==> src/pkg/cgx_regs.vh <==
// Constants for the clocked general-purpose external bus block
`ifndef CGX_REGS_VH
`define CGX_REGS_VH
// Interface mode selection value for clocked general-purpose operation
`define CGX_MODE_GP        4'h0
`define CGX_MODE_W         4
// Port-signal split selection encodings
`define CGX_SPLIT_D8A20    2'h0
`define CGX_SPLIT_D16A12   2'h1
`define CGX_SPLIT_D24A4    2'h2
`define CGX_SPLIT_D30      2'h3
// Frame length limits in bus clocks
`define CGX_FRAME_MIN      5'h01
`define CGX_FRAME_MAX      5'h1e
// Widths of the baud and port fields, depths of the request queue and data buffer
`define CGX_BAUD_W         16
`define CGX_PORT_W         32
`define CGX_WQ_DEPTH       4
`define CGX_FIFO_DEPTH     16
`endif

==> src/hdl/cgx_fifo.v <==
// Synchronous valid/ready FIFO with parameterised width and depth
`timescale 1ns/1ps
`default_nettype none
module cgx_fifo #(
    parameter WIDTH = 32,
    parameter DEPTH = 16,
    parameter AW    = 4
) (
    // Clock and reset
    input  wire             clk,
    input  wire             rstn,
    // Fill side
    input  wire             in_valid,
    output wire             in_ready,
    input  wire [WIDTH-1:0] in_data,
    // Drain side
    output wire             out_valid,
    input  wire             out_ready,
    output wire [WIDTH-1:0] out_data
);
    reg [WIDTH-1:0] mem [0:DEPTH-1];
    reg [AW-1:0]    wr_ptr_reg;
    reg [AW-1:0]    rd_ptr_reg;
    reg [AW:0]      count_reg;
    wire            push;
    wire            pop;

    // Honest full and empty flags
    assign in_ready  = (count_reg != DEPTH[AW:0]);
    assign out_valid = (count_reg != {(AW+1){1'b0}});
    assign out_data  = mem[rd_ptr_reg];
    assign push      = in_valid & in_ready;
    assign pop       = out_valid & out_ready;

    // Pointer and count update
    always @(posedge clk) begin
        if (!rstn) begin
            wr_ptr_reg <= {AW{1'b0}};
            rd_ptr_reg <= {AW{1'b0}};
            count_reg  <= {(AW+1){1'b0}};
        end else begin
            if (push) begin
                wr_ptr_reg <= (wr_ptr_reg == DEPTH[AW-1:0] - 1'b1) ? {AW{1'b0}} : wr_ptr_reg + 1'b1;
            end
            if (pop) begin
                rd_ptr_reg <= (rd_ptr_reg == DEPTH[AW-1:0] - 1'b1) ? {AW{1'b0}} : rd_ptr_reg + 1'b1;
            end
            if (push && !pop) begin
                count_reg <= count_reg + 1'b1;
            end else if (pop && !push) begin
                count_reg <= count_reg - 1'b1;
            end
        end
    end

    // Storage write
    always @(posedge clk) begin
        if (push) begin
            mem[wr_ptr_reg] <= in_data;
        end
    end
endmodule // cgx_fifo
`default_nettype wire

==> src/hdl/cgx_ext_bus.v <==
// Clocked general-purpose external parallel bus engine
`timescale 1ns/1ps
`default_nettype none
`include "cgx_regs.vh"
// Contract
// - Mode field zero selects clocked general-purpose operation.
// - Frame strobe groups consecutive transactions together.
// - Frame length programmable from one to thirty.
// - Bus clock pin rate set by divider.
// - Bus clock gated or free-running, selectable.
// - Gated clock toggles only during transactions.
// - Two config words plus separate baud setting.
// - Four-word request queue stalls master only full.
module cgx_ext_bus #(
    parameter WQ_DEPTH = `CGX_WQ_DEPTH,
    parameter FQ_DEPTH = `CGX_FIFO_DEPTH
) (
    // Clock and reset
    input  wire                   clk,
    input  wire                   rstn,
    // Configuration
    input  wire [`CGX_MODE_W-1:0] interface_config_register,
    input  wire [31:0]            gp_config_reg_in,
    input  wire [31:0]            gp_config2_reg_in,
    input  wire [`CGX_BAUD_W-1:0] baud_reg_in,
    // Master request side
    input  wire                   req_valid,
    output wire                   req_ready,
    input  wire                   req_write,
    input  wire [19:0]            req_addr,
    input  wire [29:0]            req_wdata,
    // Read answer side
    output reg                    rd_valid,
    output reg  [29:0]            rd_data,
    // Status
    output wire                   busy,
    // External pins
    output reg                    bus_clk,
    output reg                    bus_frame,
    output reg                    bus_wr,
    output reg                    bus_rd,
    output reg  [29:0]            port_out,
    output reg  [29:0]            port_oe,
    input  wire [29:0]            port_in
);
    // Configuration fields: gp_config bit0 free-running clock, [2:1] split; config2 [4:0] frame length
    localparam ST_IDLE  = 3'b001;
    localparam ST_SETUP = 3'b010;
    localparam ST_XFER  = 3'b100;

    reg  [2:0]             state_reg;
    reg  [`CGX_BAUD_W-1:0] div_cnt_reg;
    reg  [4:0]             frame_cnt_reg;
    reg  [29:0]            pin_s1_reg;
    reg  [29:0]            pin_s2_reg;
    reg                    cur_write_reg;
    wire                   gp_mode;
    wire                   free_run;
    wire [1:0]             split;
    wire [4:0]             frame_len;
    wire                   tick;
    wire                   q_valid;
    wire                   q_ready;
    wire                   q_write;
    wire [19:0]            q_addr;
    wire [29:0]            q_wdata;
    wire                   wq_ready;
    wire                   wq_valid;
    wire [50:0]            wq_data;
    wire                   launch;
    wire                   xfer_end;
    wire                   chain;

    // Pack data on the lowest port signals, address above
    function [29:0] pack_port;
        input [1:0]  sp;
        input [19:0] a;
        input [29:0] d;
        begin
            case (sp)
                `CGX_SPLIT_D8A20:  pack_port = {2'b00, a, d[7:0]};
                `CGX_SPLIT_D16A12: pack_port = {2'b00, a[11:0], d[15:0]};
                `CGX_SPLIT_D24A4:  pack_port = {2'b00, a[3:0], d[23:0]};
                default:           pack_port = d;
            endcase
        end
    endfunction

    // Width mask of the data lanes for a split
    function [29:0] data_mask;
        input [1:0] sp;
        begin
            case (sp)
                `CGX_SPLIT_D8A20:  data_mask = 30'h0000_00ff;
                `CGX_SPLIT_D16A12: data_mask = 30'h0000_ffff;
                `CGX_SPLIT_D24A4:  data_mask = 30'h00ff_ffff;
                default:           data_mask = 30'h3fff_ffff;
            endcase
        end
    endfunction

    // Output enables: every lane for writes, address lanes only for reads
    function [29:0] lane_oe;
        input       w;
        input [1:0] sp;
        begin
            lane_oe = w ? 30'h3fff_ffff : (~data_mask(sp) & 30'h0fff_ffff);
        end
    endfunction

    // Configuration decode
    assign gp_mode   = (interface_config_register == `CGX_MODE_GP);
    assign free_run  = gp_config_reg_in[0];
    assign split     = gp_config_reg_in[2:1];
    assign frame_len = (gp_config2_reg_in[4:0] < `CGX_FRAME_MIN) ? `CGX_FRAME_MIN :
                       (gp_config2_reg_in[4:0] > `CGX_FRAME_MAX) ? `CGX_FRAME_MAX :
                       gp_config2_reg_in[4:0];

    // Request queue: reads and writes fill it, master stalls only when full
    assign req_ready = wq_ready;
    cgx_fifo #(.WIDTH(51), .DEPTH(WQ_DEPTH), .AW(2)) u_wq (
        .clk       (clk),
        .rstn      (rstn),
        .in_valid  (req_valid),
        .in_ready  (wq_ready),
        .in_data   ({req_write, req_addr, req_wdata}),
        .out_valid (wq_valid),
        .out_ready (q_ready),
        .out_data  (wq_data)
    );
    assign q_valid = wq_valid;
    assign {q_write, q_addr, q_wdata} = wq_data;

    // Data buffer of sixteen words between pins and the read side
    wire        rb_valid;
    wire [29:0] rb_data;
    wire        rb_ready;
    reg         rb_push;
    reg  [29:0] rb_word;
    cgx_fifo #(.WIDTH(30), .DEPTH(FQ_DEPTH), .AW(4)) u_rb (
        .clk       (clk),
        .rstn      (rstn),
        .in_valid  (rb_push),
        .in_ready  (rb_ready),
        .in_data   (rb_word),
        .out_valid (rb_valid),
        .out_ready (1'b1),
        .out_data  (rb_data)
    );

    // Read answers leave from a flop
    always @(posedge clk) begin
        if (!rstn) begin
            rd_valid <= 1'b0;
            rd_data  <= 30'h0000_0000;
        end else begin
            rd_valid <= rb_valid;
            rd_data  <= rb_data;
        end
    end

    // Baud divider: tick every baud+1 clocks, one half bus clock period
    assign tick = (div_cnt_reg == {`CGX_BAUD_W{1'b0}});
    always @(posedge clk) begin
        if (!rstn) begin
            div_cnt_reg <= {`CGX_BAUD_W{1'b0}};
        end else if (tick) begin
            div_cnt_reg <= baud_reg_in;
        end else begin
            div_cnt_reg <= div_cnt_reg - 1'b1;
        end
    end

    // Pin input synchroniser
    always @(posedge clk) begin
        if (!rstn) begin
            pin_s1_reg <= 30'h0000_0000;
            pin_s2_reg <= 30'h0000_0000;
        end else begin
            pin_s1_reg <= port_in;
            pin_s2_reg <= pin_s1_reg;
        end
    end

    // Queue pops when its head word goes onto the pins, so the head is always the next word
    assign launch   = tick && (state_reg == ST_IDLE) && gp_mode && q_valid && !bus_clk;
    assign xfer_end = tick && (state_reg == ST_XFER) && bus_clk && (cur_write_reg || rb_ready);
    assign chain    = xfer_end && (frame_cnt_reg != `CGX_FRAME_MIN) && q_valid && gp_mode;
    assign q_ready  = launch || chain;
    assign busy    = (state_reg != ST_IDLE) || q_valid;

    // Bus sequencer: setup half-clock, then one transfer per bus clock
    always @(posedge clk) begin
        if (!rstn) begin
            state_reg     <= ST_IDLE;
            bus_clk       <= 1'b0;
            bus_frame     <= 1'b0;
            bus_wr        <= 1'b0;
            bus_rd        <= 1'b0;
            port_out      <= 30'h0000_0000;
            port_oe       <= 30'h0000_0000;
            frame_cnt_reg <= 5'h00;
            cur_write_reg <= 1'b0;
            rb_push       <= 1'b0;
            rb_word       <= 30'h0000_0000;
        end else begin
            rb_push <= 1'b0;
            if (tick) begin
                // Free-running clock toggles always, gated only in ST_XFER
                if (free_run || state_reg == ST_XFER) begin
                    bus_clk <= ~bus_clk;
                end else begin
                    bus_clk <= 1'b0;
                end
                case (state_reg)
                    ST_IDLE: begin
                        if (launch) begin
                            state_reg     <= ST_SETUP;
                            cur_write_reg <= q_write;
                            port_out      <= pack_port(split, q_addr, q_wdata);
                            port_oe       <= lane_oe(q_write, split);
                            bus_wr        <= q_write;
                            bus_rd        <= ~q_write;
                            bus_frame     <= 1'b1;
                            frame_cnt_reg <= frame_len;
                        end
                    end
                    ST_SETUP: begin
                        state_reg <= ST_XFER;
                    end
                    ST_XFER: begin
                        if (xfer_end) begin
                            if (!cur_write_reg) begin
                                rb_push <= 1'b1;
                                rb_word <= pin_s2_reg & data_mask(split);
                            end
                            frame_cnt_reg <= frame_cnt_reg - 1'b1;
                            // Next queued word joins the frame while the count remains
                            if (chain) begin
                                cur_write_reg <= q_write;
                                port_out      <= pack_port(split, q_addr, q_wdata);
                                port_oe       <= lane_oe(q_write, split);
                                bus_wr        <= q_write;
                                bus_rd        <= ~q_write;
                            end else begin
                                state_reg <= ST_IDLE;
                                bus_frame <= 1'b0;
                                bus_wr    <= 1'b0;
                                bus_rd    <= 1'b0;
                                port_oe   <= 30'h0000_0000;
                            end
                        end
                    end
                    default: begin
                        state_reg <= ST_IDLE;
                    end
                endcase
            end
        end
    end
endmodule // cgx_ext_bus
`default_nettype wire

==> config.mk <==
export PLATFORM = sky130hd
export DESIGN_NAME = cgx_ext_bus
export DESIGN_NICKNAME = d
export VERILOG_FILES = /design/src/hdl/cgx_fifo.v /design/src/hdl/cgx_ext_bus.v
export VERILOG_INCLUDE_DIRS = /design/src /design/src/pkg
export SDC_FILE = /design/constraint.sdc
export NUM_CORES = 1
export LEC_CHECK = 0
export BUFFER_PORTS_ARGS = -buffer_cell sky130_fd_sc_hd__buf_2
export CORE_ASPECT_RATIO = 1.1
export CORE_MARGIN = 2
export CORE_UTILIZATION = 38
export DETAILED_ROUTE_END_ITERATION = 8
export HOLD_SLACK_MARGIN = 0.03
export SYNTH_ARGS = -nofsm -noshare
export SYNTH_HDL_FRONTEND = slang
export SYNTH_HIERARCHICAL = 1
export SYNTH_SLANG_ARGS = --single-unit
==> constraint.sdc <==
create_clock -name clk -period 4 [get_ports clk]
set_input_delay 0.8 -clock clk [delete_from_list [all_inputs] [get_ports clk]]
set_output_delay 0.8 -clock clk [all_outputs]
set_load 0.1 [all_outputs]
==> impl_metrics.yaml, run 1 <==
yosys:
  synth-async-reset-ratio_pct: 0
  ys_ff_latch: 894
  yosysTopAreaCell: "edfxtp_1"
  synth.area.top_cells: "edfxtp_1 61%, dfxtp_1 12%, mux4_2 12%, and2_1 1.9%, nand2_1 1.9%"
  synth_edf_count: 684
  synth_warnings: 6
  synth_area_per_cell_um2: 17.8
  synth.top_cell.area_share_pct: 61.0
  seq_area_frac_synth_pct: 73.5
  synthFlopType: "edfxtp_1"
  netlist_instances: 1892
  synth_area_um2: 33700
  ys_types: 71
grt:
  grt_pass1_vias: 18283
  grt_pass1_wl_um: 117000
  grt_start_max_net_pins: 84
  grtUsageTotal_pct: 17.2
  overflow: 0
  antenna_found_initial: 14
layout:
  final_util_pct: 44.9
  num-nets-final: 2297
  final_cell_mix: "684 x edfxtp_1, 207 x buf_2, 206 x dfxtp_1, 175 x mux4_2, 166 x nand2_1"
  drive_gt1_share_pct: 28.7
  largest_reg_flops: 480
  area_growth_syn_to_layout_pct: 17.0
  max_flop_register: "u_rb/mem"
  final_area_um2: 39400
  final_common_cell: "edfxtp_1"
  top_regs: "u_rb/mem x480, u_wq/mem x204"
timing:
  clock_skew_ns: 0.0355
  final.setup.tns_ns: 0
  fin_ws_ns: 0.545
  setup_violations: 0
  worst_pin_slew_ns: 1.41
  period_minus_slack_ns: 3.45
  rsz0062_at_grt: "no"
  finalHoldViolCount: 0
  drv_slew: 0
  holdWs_ns: 0.327
  maxSlewHeadroom_pct: 5.20
  fmax_mhz: 289
  final.period_utilization_pct: 86.4
floorplanning:
  ios: 265
  start_util_pct: 38.3
  chipHeight_um: 316
  dieArea_um2: 91000
  die_x_um: 288
  core_area_um2: 87900
  num_rows: 114
setup_path:
  startpoint: "frame_cnt_reg[0]"
  crit_buf_inv: 2
  cp-start-kind: "flip-flop"
  slowest_delay_ns: 0.61
  required_ns: 4.58
  r2r-start: "frame_cnt_reg[0]"
  crit_slowest_cell: "or4b_2"
  cp.arrival_ns: 4.04
  crit_path_end_kind: "flip-flop"
  path_max_fanout: 5
  path_cells: "ha_1, or4b_2, a31oi_1, or3_1, inv_1, o31ai_1, ha_1, inv_1, fa_1, xor2_1, or3_2, a21boi_0"
  critical_path_class: "reg -> reg"
  cp_top_family: "simple AND/OR/NAND/NOR gates"
route:
  routedWlPerCell_um: 23.1
  firstDrtPassIters: 5
  wl_um: 77500
  drcViolationCount: 0
  via_per_inst: 5.21
  vias: 17476
  drt_iter0_drc: 1301
  ant_nets: 0
pwr:
  netSwitchingPower_mw: 4.74
  power_frac_clock_pct: 43.9
  swShare_pct: 22.8
  pwr-share-comb_pct: 6.4
  intPower_mw: 16.1
  p_leak_nw: 13.4
  seqPwrFrac_pct: 49.8
  power_density_nw_per_um2: 528
  irDropWorstVdd_mv: 0.408
clock_network:
  cts_hold_buf: 0
  cts.clk_slew.worst_paths_ns: 0.06
  cts_sinks: 894
  clkLatencyLatePin_ns: 0.67
  cts_resized: 0
  cts_buffers: 94
  max-clock-path-buffers: 3
  cts_tree: "done"
  post_cts_buffers: 0
  h-tree-depth: 3
  cts_root_buf: "clkbuf_16"
place:
  hpwl_um: 45000
  place_area_um2: 36100
  port_buffers: 208
  pre_cts_slack_ns: 0.436
  gp_congestion: 0.800
worst_hold_path:
  hp-start: "port_in[14]"
  hold_path.class: "in -> reg"
job:
  drv_cap: 0
outcome:
  status: "completed"
Yosys cell counts, types with 3 or more instances:
library cell    n
and2_1        101
buf_6           4
ha_1           18
a21oi_1         9
dfxtp_1       210
mux2i_1        19
edfxtp_1      684
nand2b_1        5
or3b_2          3
a21boi_1       28
o211a_1        14
o211ai_1       12
buf_2          18
nor4_1          6
or3_1           3
nor3b_1         5
nor2_1         33
nand4_1         3
buf_1           3
inv_1          13
nand2_1       166
and3_2          4
mux4_2        175
nor2b_1        10
o21ai_0        25
a21boi_0       32
buf_4          38
a31oi_1         6
o221a_2         3
a22oi_1        60
clkbuf_1       68
xnor2_1         9
nor3_1         10
xor2_1          3
nand3_1        44
power by group through the flow:
stage | Clock [mW] | Sequential, mW | Combinational, mW
3_5_place_dp | 0 | 10.6 | 1.34
3_3_place_gp | 0 | 10.5 | 1.32
4_1_cts | 9.31 | 10.4 | 1.35
2_1_floorplan | 0 | 10.6 | 0.837
5_1_grt | 9.70 | 10.4 | 1.45
6_report | 9.13 | 10.4 | 1.33
per-layer routing:
metal	track usage (%)	share of wire (%)	wire, um	vias to the layer above
met5	0	0.21	166	-
met4	5.04	2.1	1630	24
met3	4.14	6.7	5190	124
met2	29.3	50	38700	517
met1	22.0	41	31800	9025
li1	-	-	-	7786
area by class of cell:
class	instances	area [um2]
diodes	1	2.50
clock buffers	136	2720
clock inverters	42	598
fillers	7661	48400
inverters	14	52.6
multi-input cells	853	8350
flip-flops and latches	894	24800
well taps	1160	1450
repair buffers	252	1490
path summary, 6_finish.rpt:
kind | endpoint | slack (ns) | cells past startpoint
setup / recovery | u_wq/count_reg[2] | 0.55 | 12
hold / removal | pin_s1_reg[14] | 0.33 | 2
setup reg to reg | u_wq/count_reg[2] | 0.55 | 12
hold reg to reg | pin_s2_reg[2] | 0.42 | 1
metrics by stage:
step	power [mW]	instances
after CTS	21.0	3351
final	20.8	3352
after detailed placement	11.9	3173
after global placement	11.8	3173
after floorplan	11.4	1893
after global routing	21.5	3352
kinds of logic (layout without fill, tap and decap cells):
logic type                 count (synthesis)  after routing  synth area share, %
DFF                                      894            894                 73.5
and+or+nand+nor                          415            415                 6.28
AOI/OAI and AO/OA                        209            209                 4.63
muxes                                    195            195                 12.3
buffers and inverters                    146            444                 2.21
adders and majority gates                 20             20                0.788
xor gates and xnor gates                  12             12                0.312
other                                      1              3               0.0111
Note: power is estimated with default switching activity, not from simulation.
==> run 2, diff against run 1 <==
--- a/config.mk
+++ b/config.mk
@@ -9,7 +9,7 @@
 export BUFFER_PORTS_ARGS = -buffer_cell sky130_fd_sc_hd__buf_2
 export CORE_ASPECT_RATIO = 1.1
 export CORE_MARGIN = 2
-export CORE_UTILIZATION = 38
+export CORE_UTILIZATION = 30
 export DETAILED_ROUTE_END_ITERATION = 8
 export HOLD_SLACK_MARGIN = 0.03
 export SYNTH_ARGS = -nofsm -noshare
==> run 2 against run 1 <==
Compared with the run above: cell count increased by 10%; clock skew grew 0.011 ns; die area grew 26%; cell area is 1.1% higher; sequential share of layout area decreased by 0.69 points; hold slack worse by 0.0034 ns; wire length grew 5.7%; total power rose by 0.28%; combinational power about the same; first-iteration DRC count grew 4.8%; global-route usage decreased by 3.0 points; clock power about the same; critical path type unchanged; largest power group unchanged.
==> impl_metrics.yaml, run 2 (synthesis results as in run 1) <==
setup_path:
  r2r-start: "u_rb/count_reg[0]"
  cp-start-kind: "flip-flop"
  cp.arrival_ns: 4.20
  timing.rr.end: "u_wq/count_reg[2]"
  rrSetupSlack_ns: 0.39
  required_ns: 4.59
  crit_path_end_kind: "flip-flop"
  path_max_fanout: 5
  startpoint: "u_rb/count_reg[0]"
  rr_worst_depth: 13
  critical_path_class: "reg -> reg"
layout:
  drive_gt1_share_pct: 28.4
  num-nets-final: 2296
  final_cell_mix: "684 x edfxtp_1, 207 x buf_2, 206 x dfxtp_1, 175 x mux4_2, 166 x nand2_1"
  top_regs: "u_rb/mem x480, u_wq/mem x204"
  area_growth_syn_to_layout_pct: 18.4
  final_util_pct: 35.9
  final_common_cell: "edfxtp_1"
  largest_reg_flops: 480
  fillers: 10347
  max_flop_register: "u_rb/mem"
outcome:
  status: "completed"
pwr:
  irDropWorstVdd_mv: 0.469
  power_density_nw_per_um2: 523
  p_leak_nw: 13.4
route:
  wl_um: 82000
  via_per_inst: 4.84
  ant_nets: 0
  routedWlPerCell_um: 22.2
  drcViolationCount: 0
  vias: 17837
  drt_iter0_drc: 1363
  firstDrtPassIters: 5
clock_network:
  max-clock-path-buffers: 3
  cts_hold_buf: 0
  cts.clk_slew.worst_paths_ns: 0.06
  cts_buffers: 94
  post_cts_buffers: 0
  cts_resized: 0
  h-tree-depth: 3
  cts_sinks: 894
  cts_tree: "done"
  clkLatencyLatePin_ns: 0.69
  cts_root_buf: "clkbuf_16"
place:
  gp_congestion: 0.789
  hpwl_um: 48400
  port_buffers: 208
floorplanning:
  ios: 265
  num_rows: 128
  core_area_um2: 111000
  dieArea_um2: 115000
  chipHeight_um: 355
  die_x_um: 323
  start_util_pct: 30.3
timing:
  maxSlewHeadroom_pct: 23.7
  rsz0062_at_grt: "no"
  drv_slew: 0
  fmax_mhz: 277
  period_minus_slack_ns: 3.61
  clock_skew_ns: 0.0467
  setup_violations: 0
  final.setup.tns_ns: 0
  worst_pin_slew_ns: 1.15
  finalHoldViolCount: 0
  final.period_utilization_pct: 90.4
job:
  drv_cap: 0
grt:
  overflow: 0
  grt_start_max_net_pins: 90
  grtUsageTotal_pct: 14.2
  grt_pass1_vias: 18665
  antenna_found_initial: 26
  grt_pass1_wl_um: 120000
worst_hold_path:
  holdPathStages: 2
  hold_path.class: "in -> reg"
  whs_endpoint: "pin_s1_reg[20]"
  hp-start: "port_in[20]"
==> run 2: cell count changes in the layout (fill, tap and decap cells not counted), sizes merged <==
cell and change:
inv -2, bufinv +6, clkinv +11, buf -1
clkbuf -13, diode +4, clkinvlp -3
==> run 2: metal layers <==
metal  part of all wire [%]  vias up  track usage [%]
met5                   0.31        -                0
li1                       -     7789                -
met2                     49      592             23.9
met3                    7.8      188             4.32
met1                     40     9228             17.5
met4                    2.7       40             4.31
==> run 2: how the worst max path moves through the flow <==
| stage | end | slack [ns] | cells past startpoint |
|---|---|---|---|
| after detailed placement | u_wq/count_reg[2] | 0.34 | 13 |
| after CTS | u_wq/count_reg[2] | 0.47 | 13 |
| after floorplan | u_rb/mem[0][0] | 0.48 | 4 |
| final | u_wq/count_reg[2] | 0.39 | 13 |
| after global routing | u_wq/count_reg[2] | 0.13 | 13 |
| after global placement | u_wq/count_reg[2] | 0.38 | 13 |
==> run 2: layout make-up <==
| class | instances | area [um2] | share of cell area, % |
|---|---|---|---|
| tap | 1495 | 1870 | 4.69 |
| multi-input combinational | 853 | 8350 | 20.9 |
| sequential | 894 | 24800 | 62.1 |
| clock inverter | 54 | 744 | 1.87 |
| antenna | 5 | 12.5 | 0.0314 |
| timing repair buffer | 251 | 1520 | 3.81 |
| inverter | 14 | 52.6 | 0.132 |
| clock buffer | 123 | 2550 | 6.41 |
==> run 2: report_power, final <==
part / total [mW] / switching (mW) / internal (mW)
Sequential: 10.4 / 0.160 / 10.2
Combinational: 1.34 / 0.850 / 0.492
Clock: 9.16 / 3.65 / 5.50
==> run 2: critical path: stages (launching register included) <==
cell and delay [ns]:
dfxtp_1 0.38, nor4_1 0.42, nand2_1 0.21, o21a_1 0.25, a31oi_1 0.31, or3_1 0.19
inv_1 0.06, o31ai_1 0.15, ha_1 0.31, inv_1 0.07, fa_1 0.38, xor2_1 0.18
or3_2 0.41, a21boi_0 0.22
==> run 2: per-stage QoR <==
step                setup slack, ns  power, mW  area [um2]  cells  hold WS, ns
floorplan                     0.480       11.4       33700   1893        0.412
global placement              0.379       11.9       36600   3507        0.426
detailed placement            0.342       11.9       36600   3507        0.421
CTS                           0.467       21.1       39800   3684        0.275
global route                  0.132       21.6       39900   3685        0.286
finish                        0.386       20.9       39900   3689        0.324
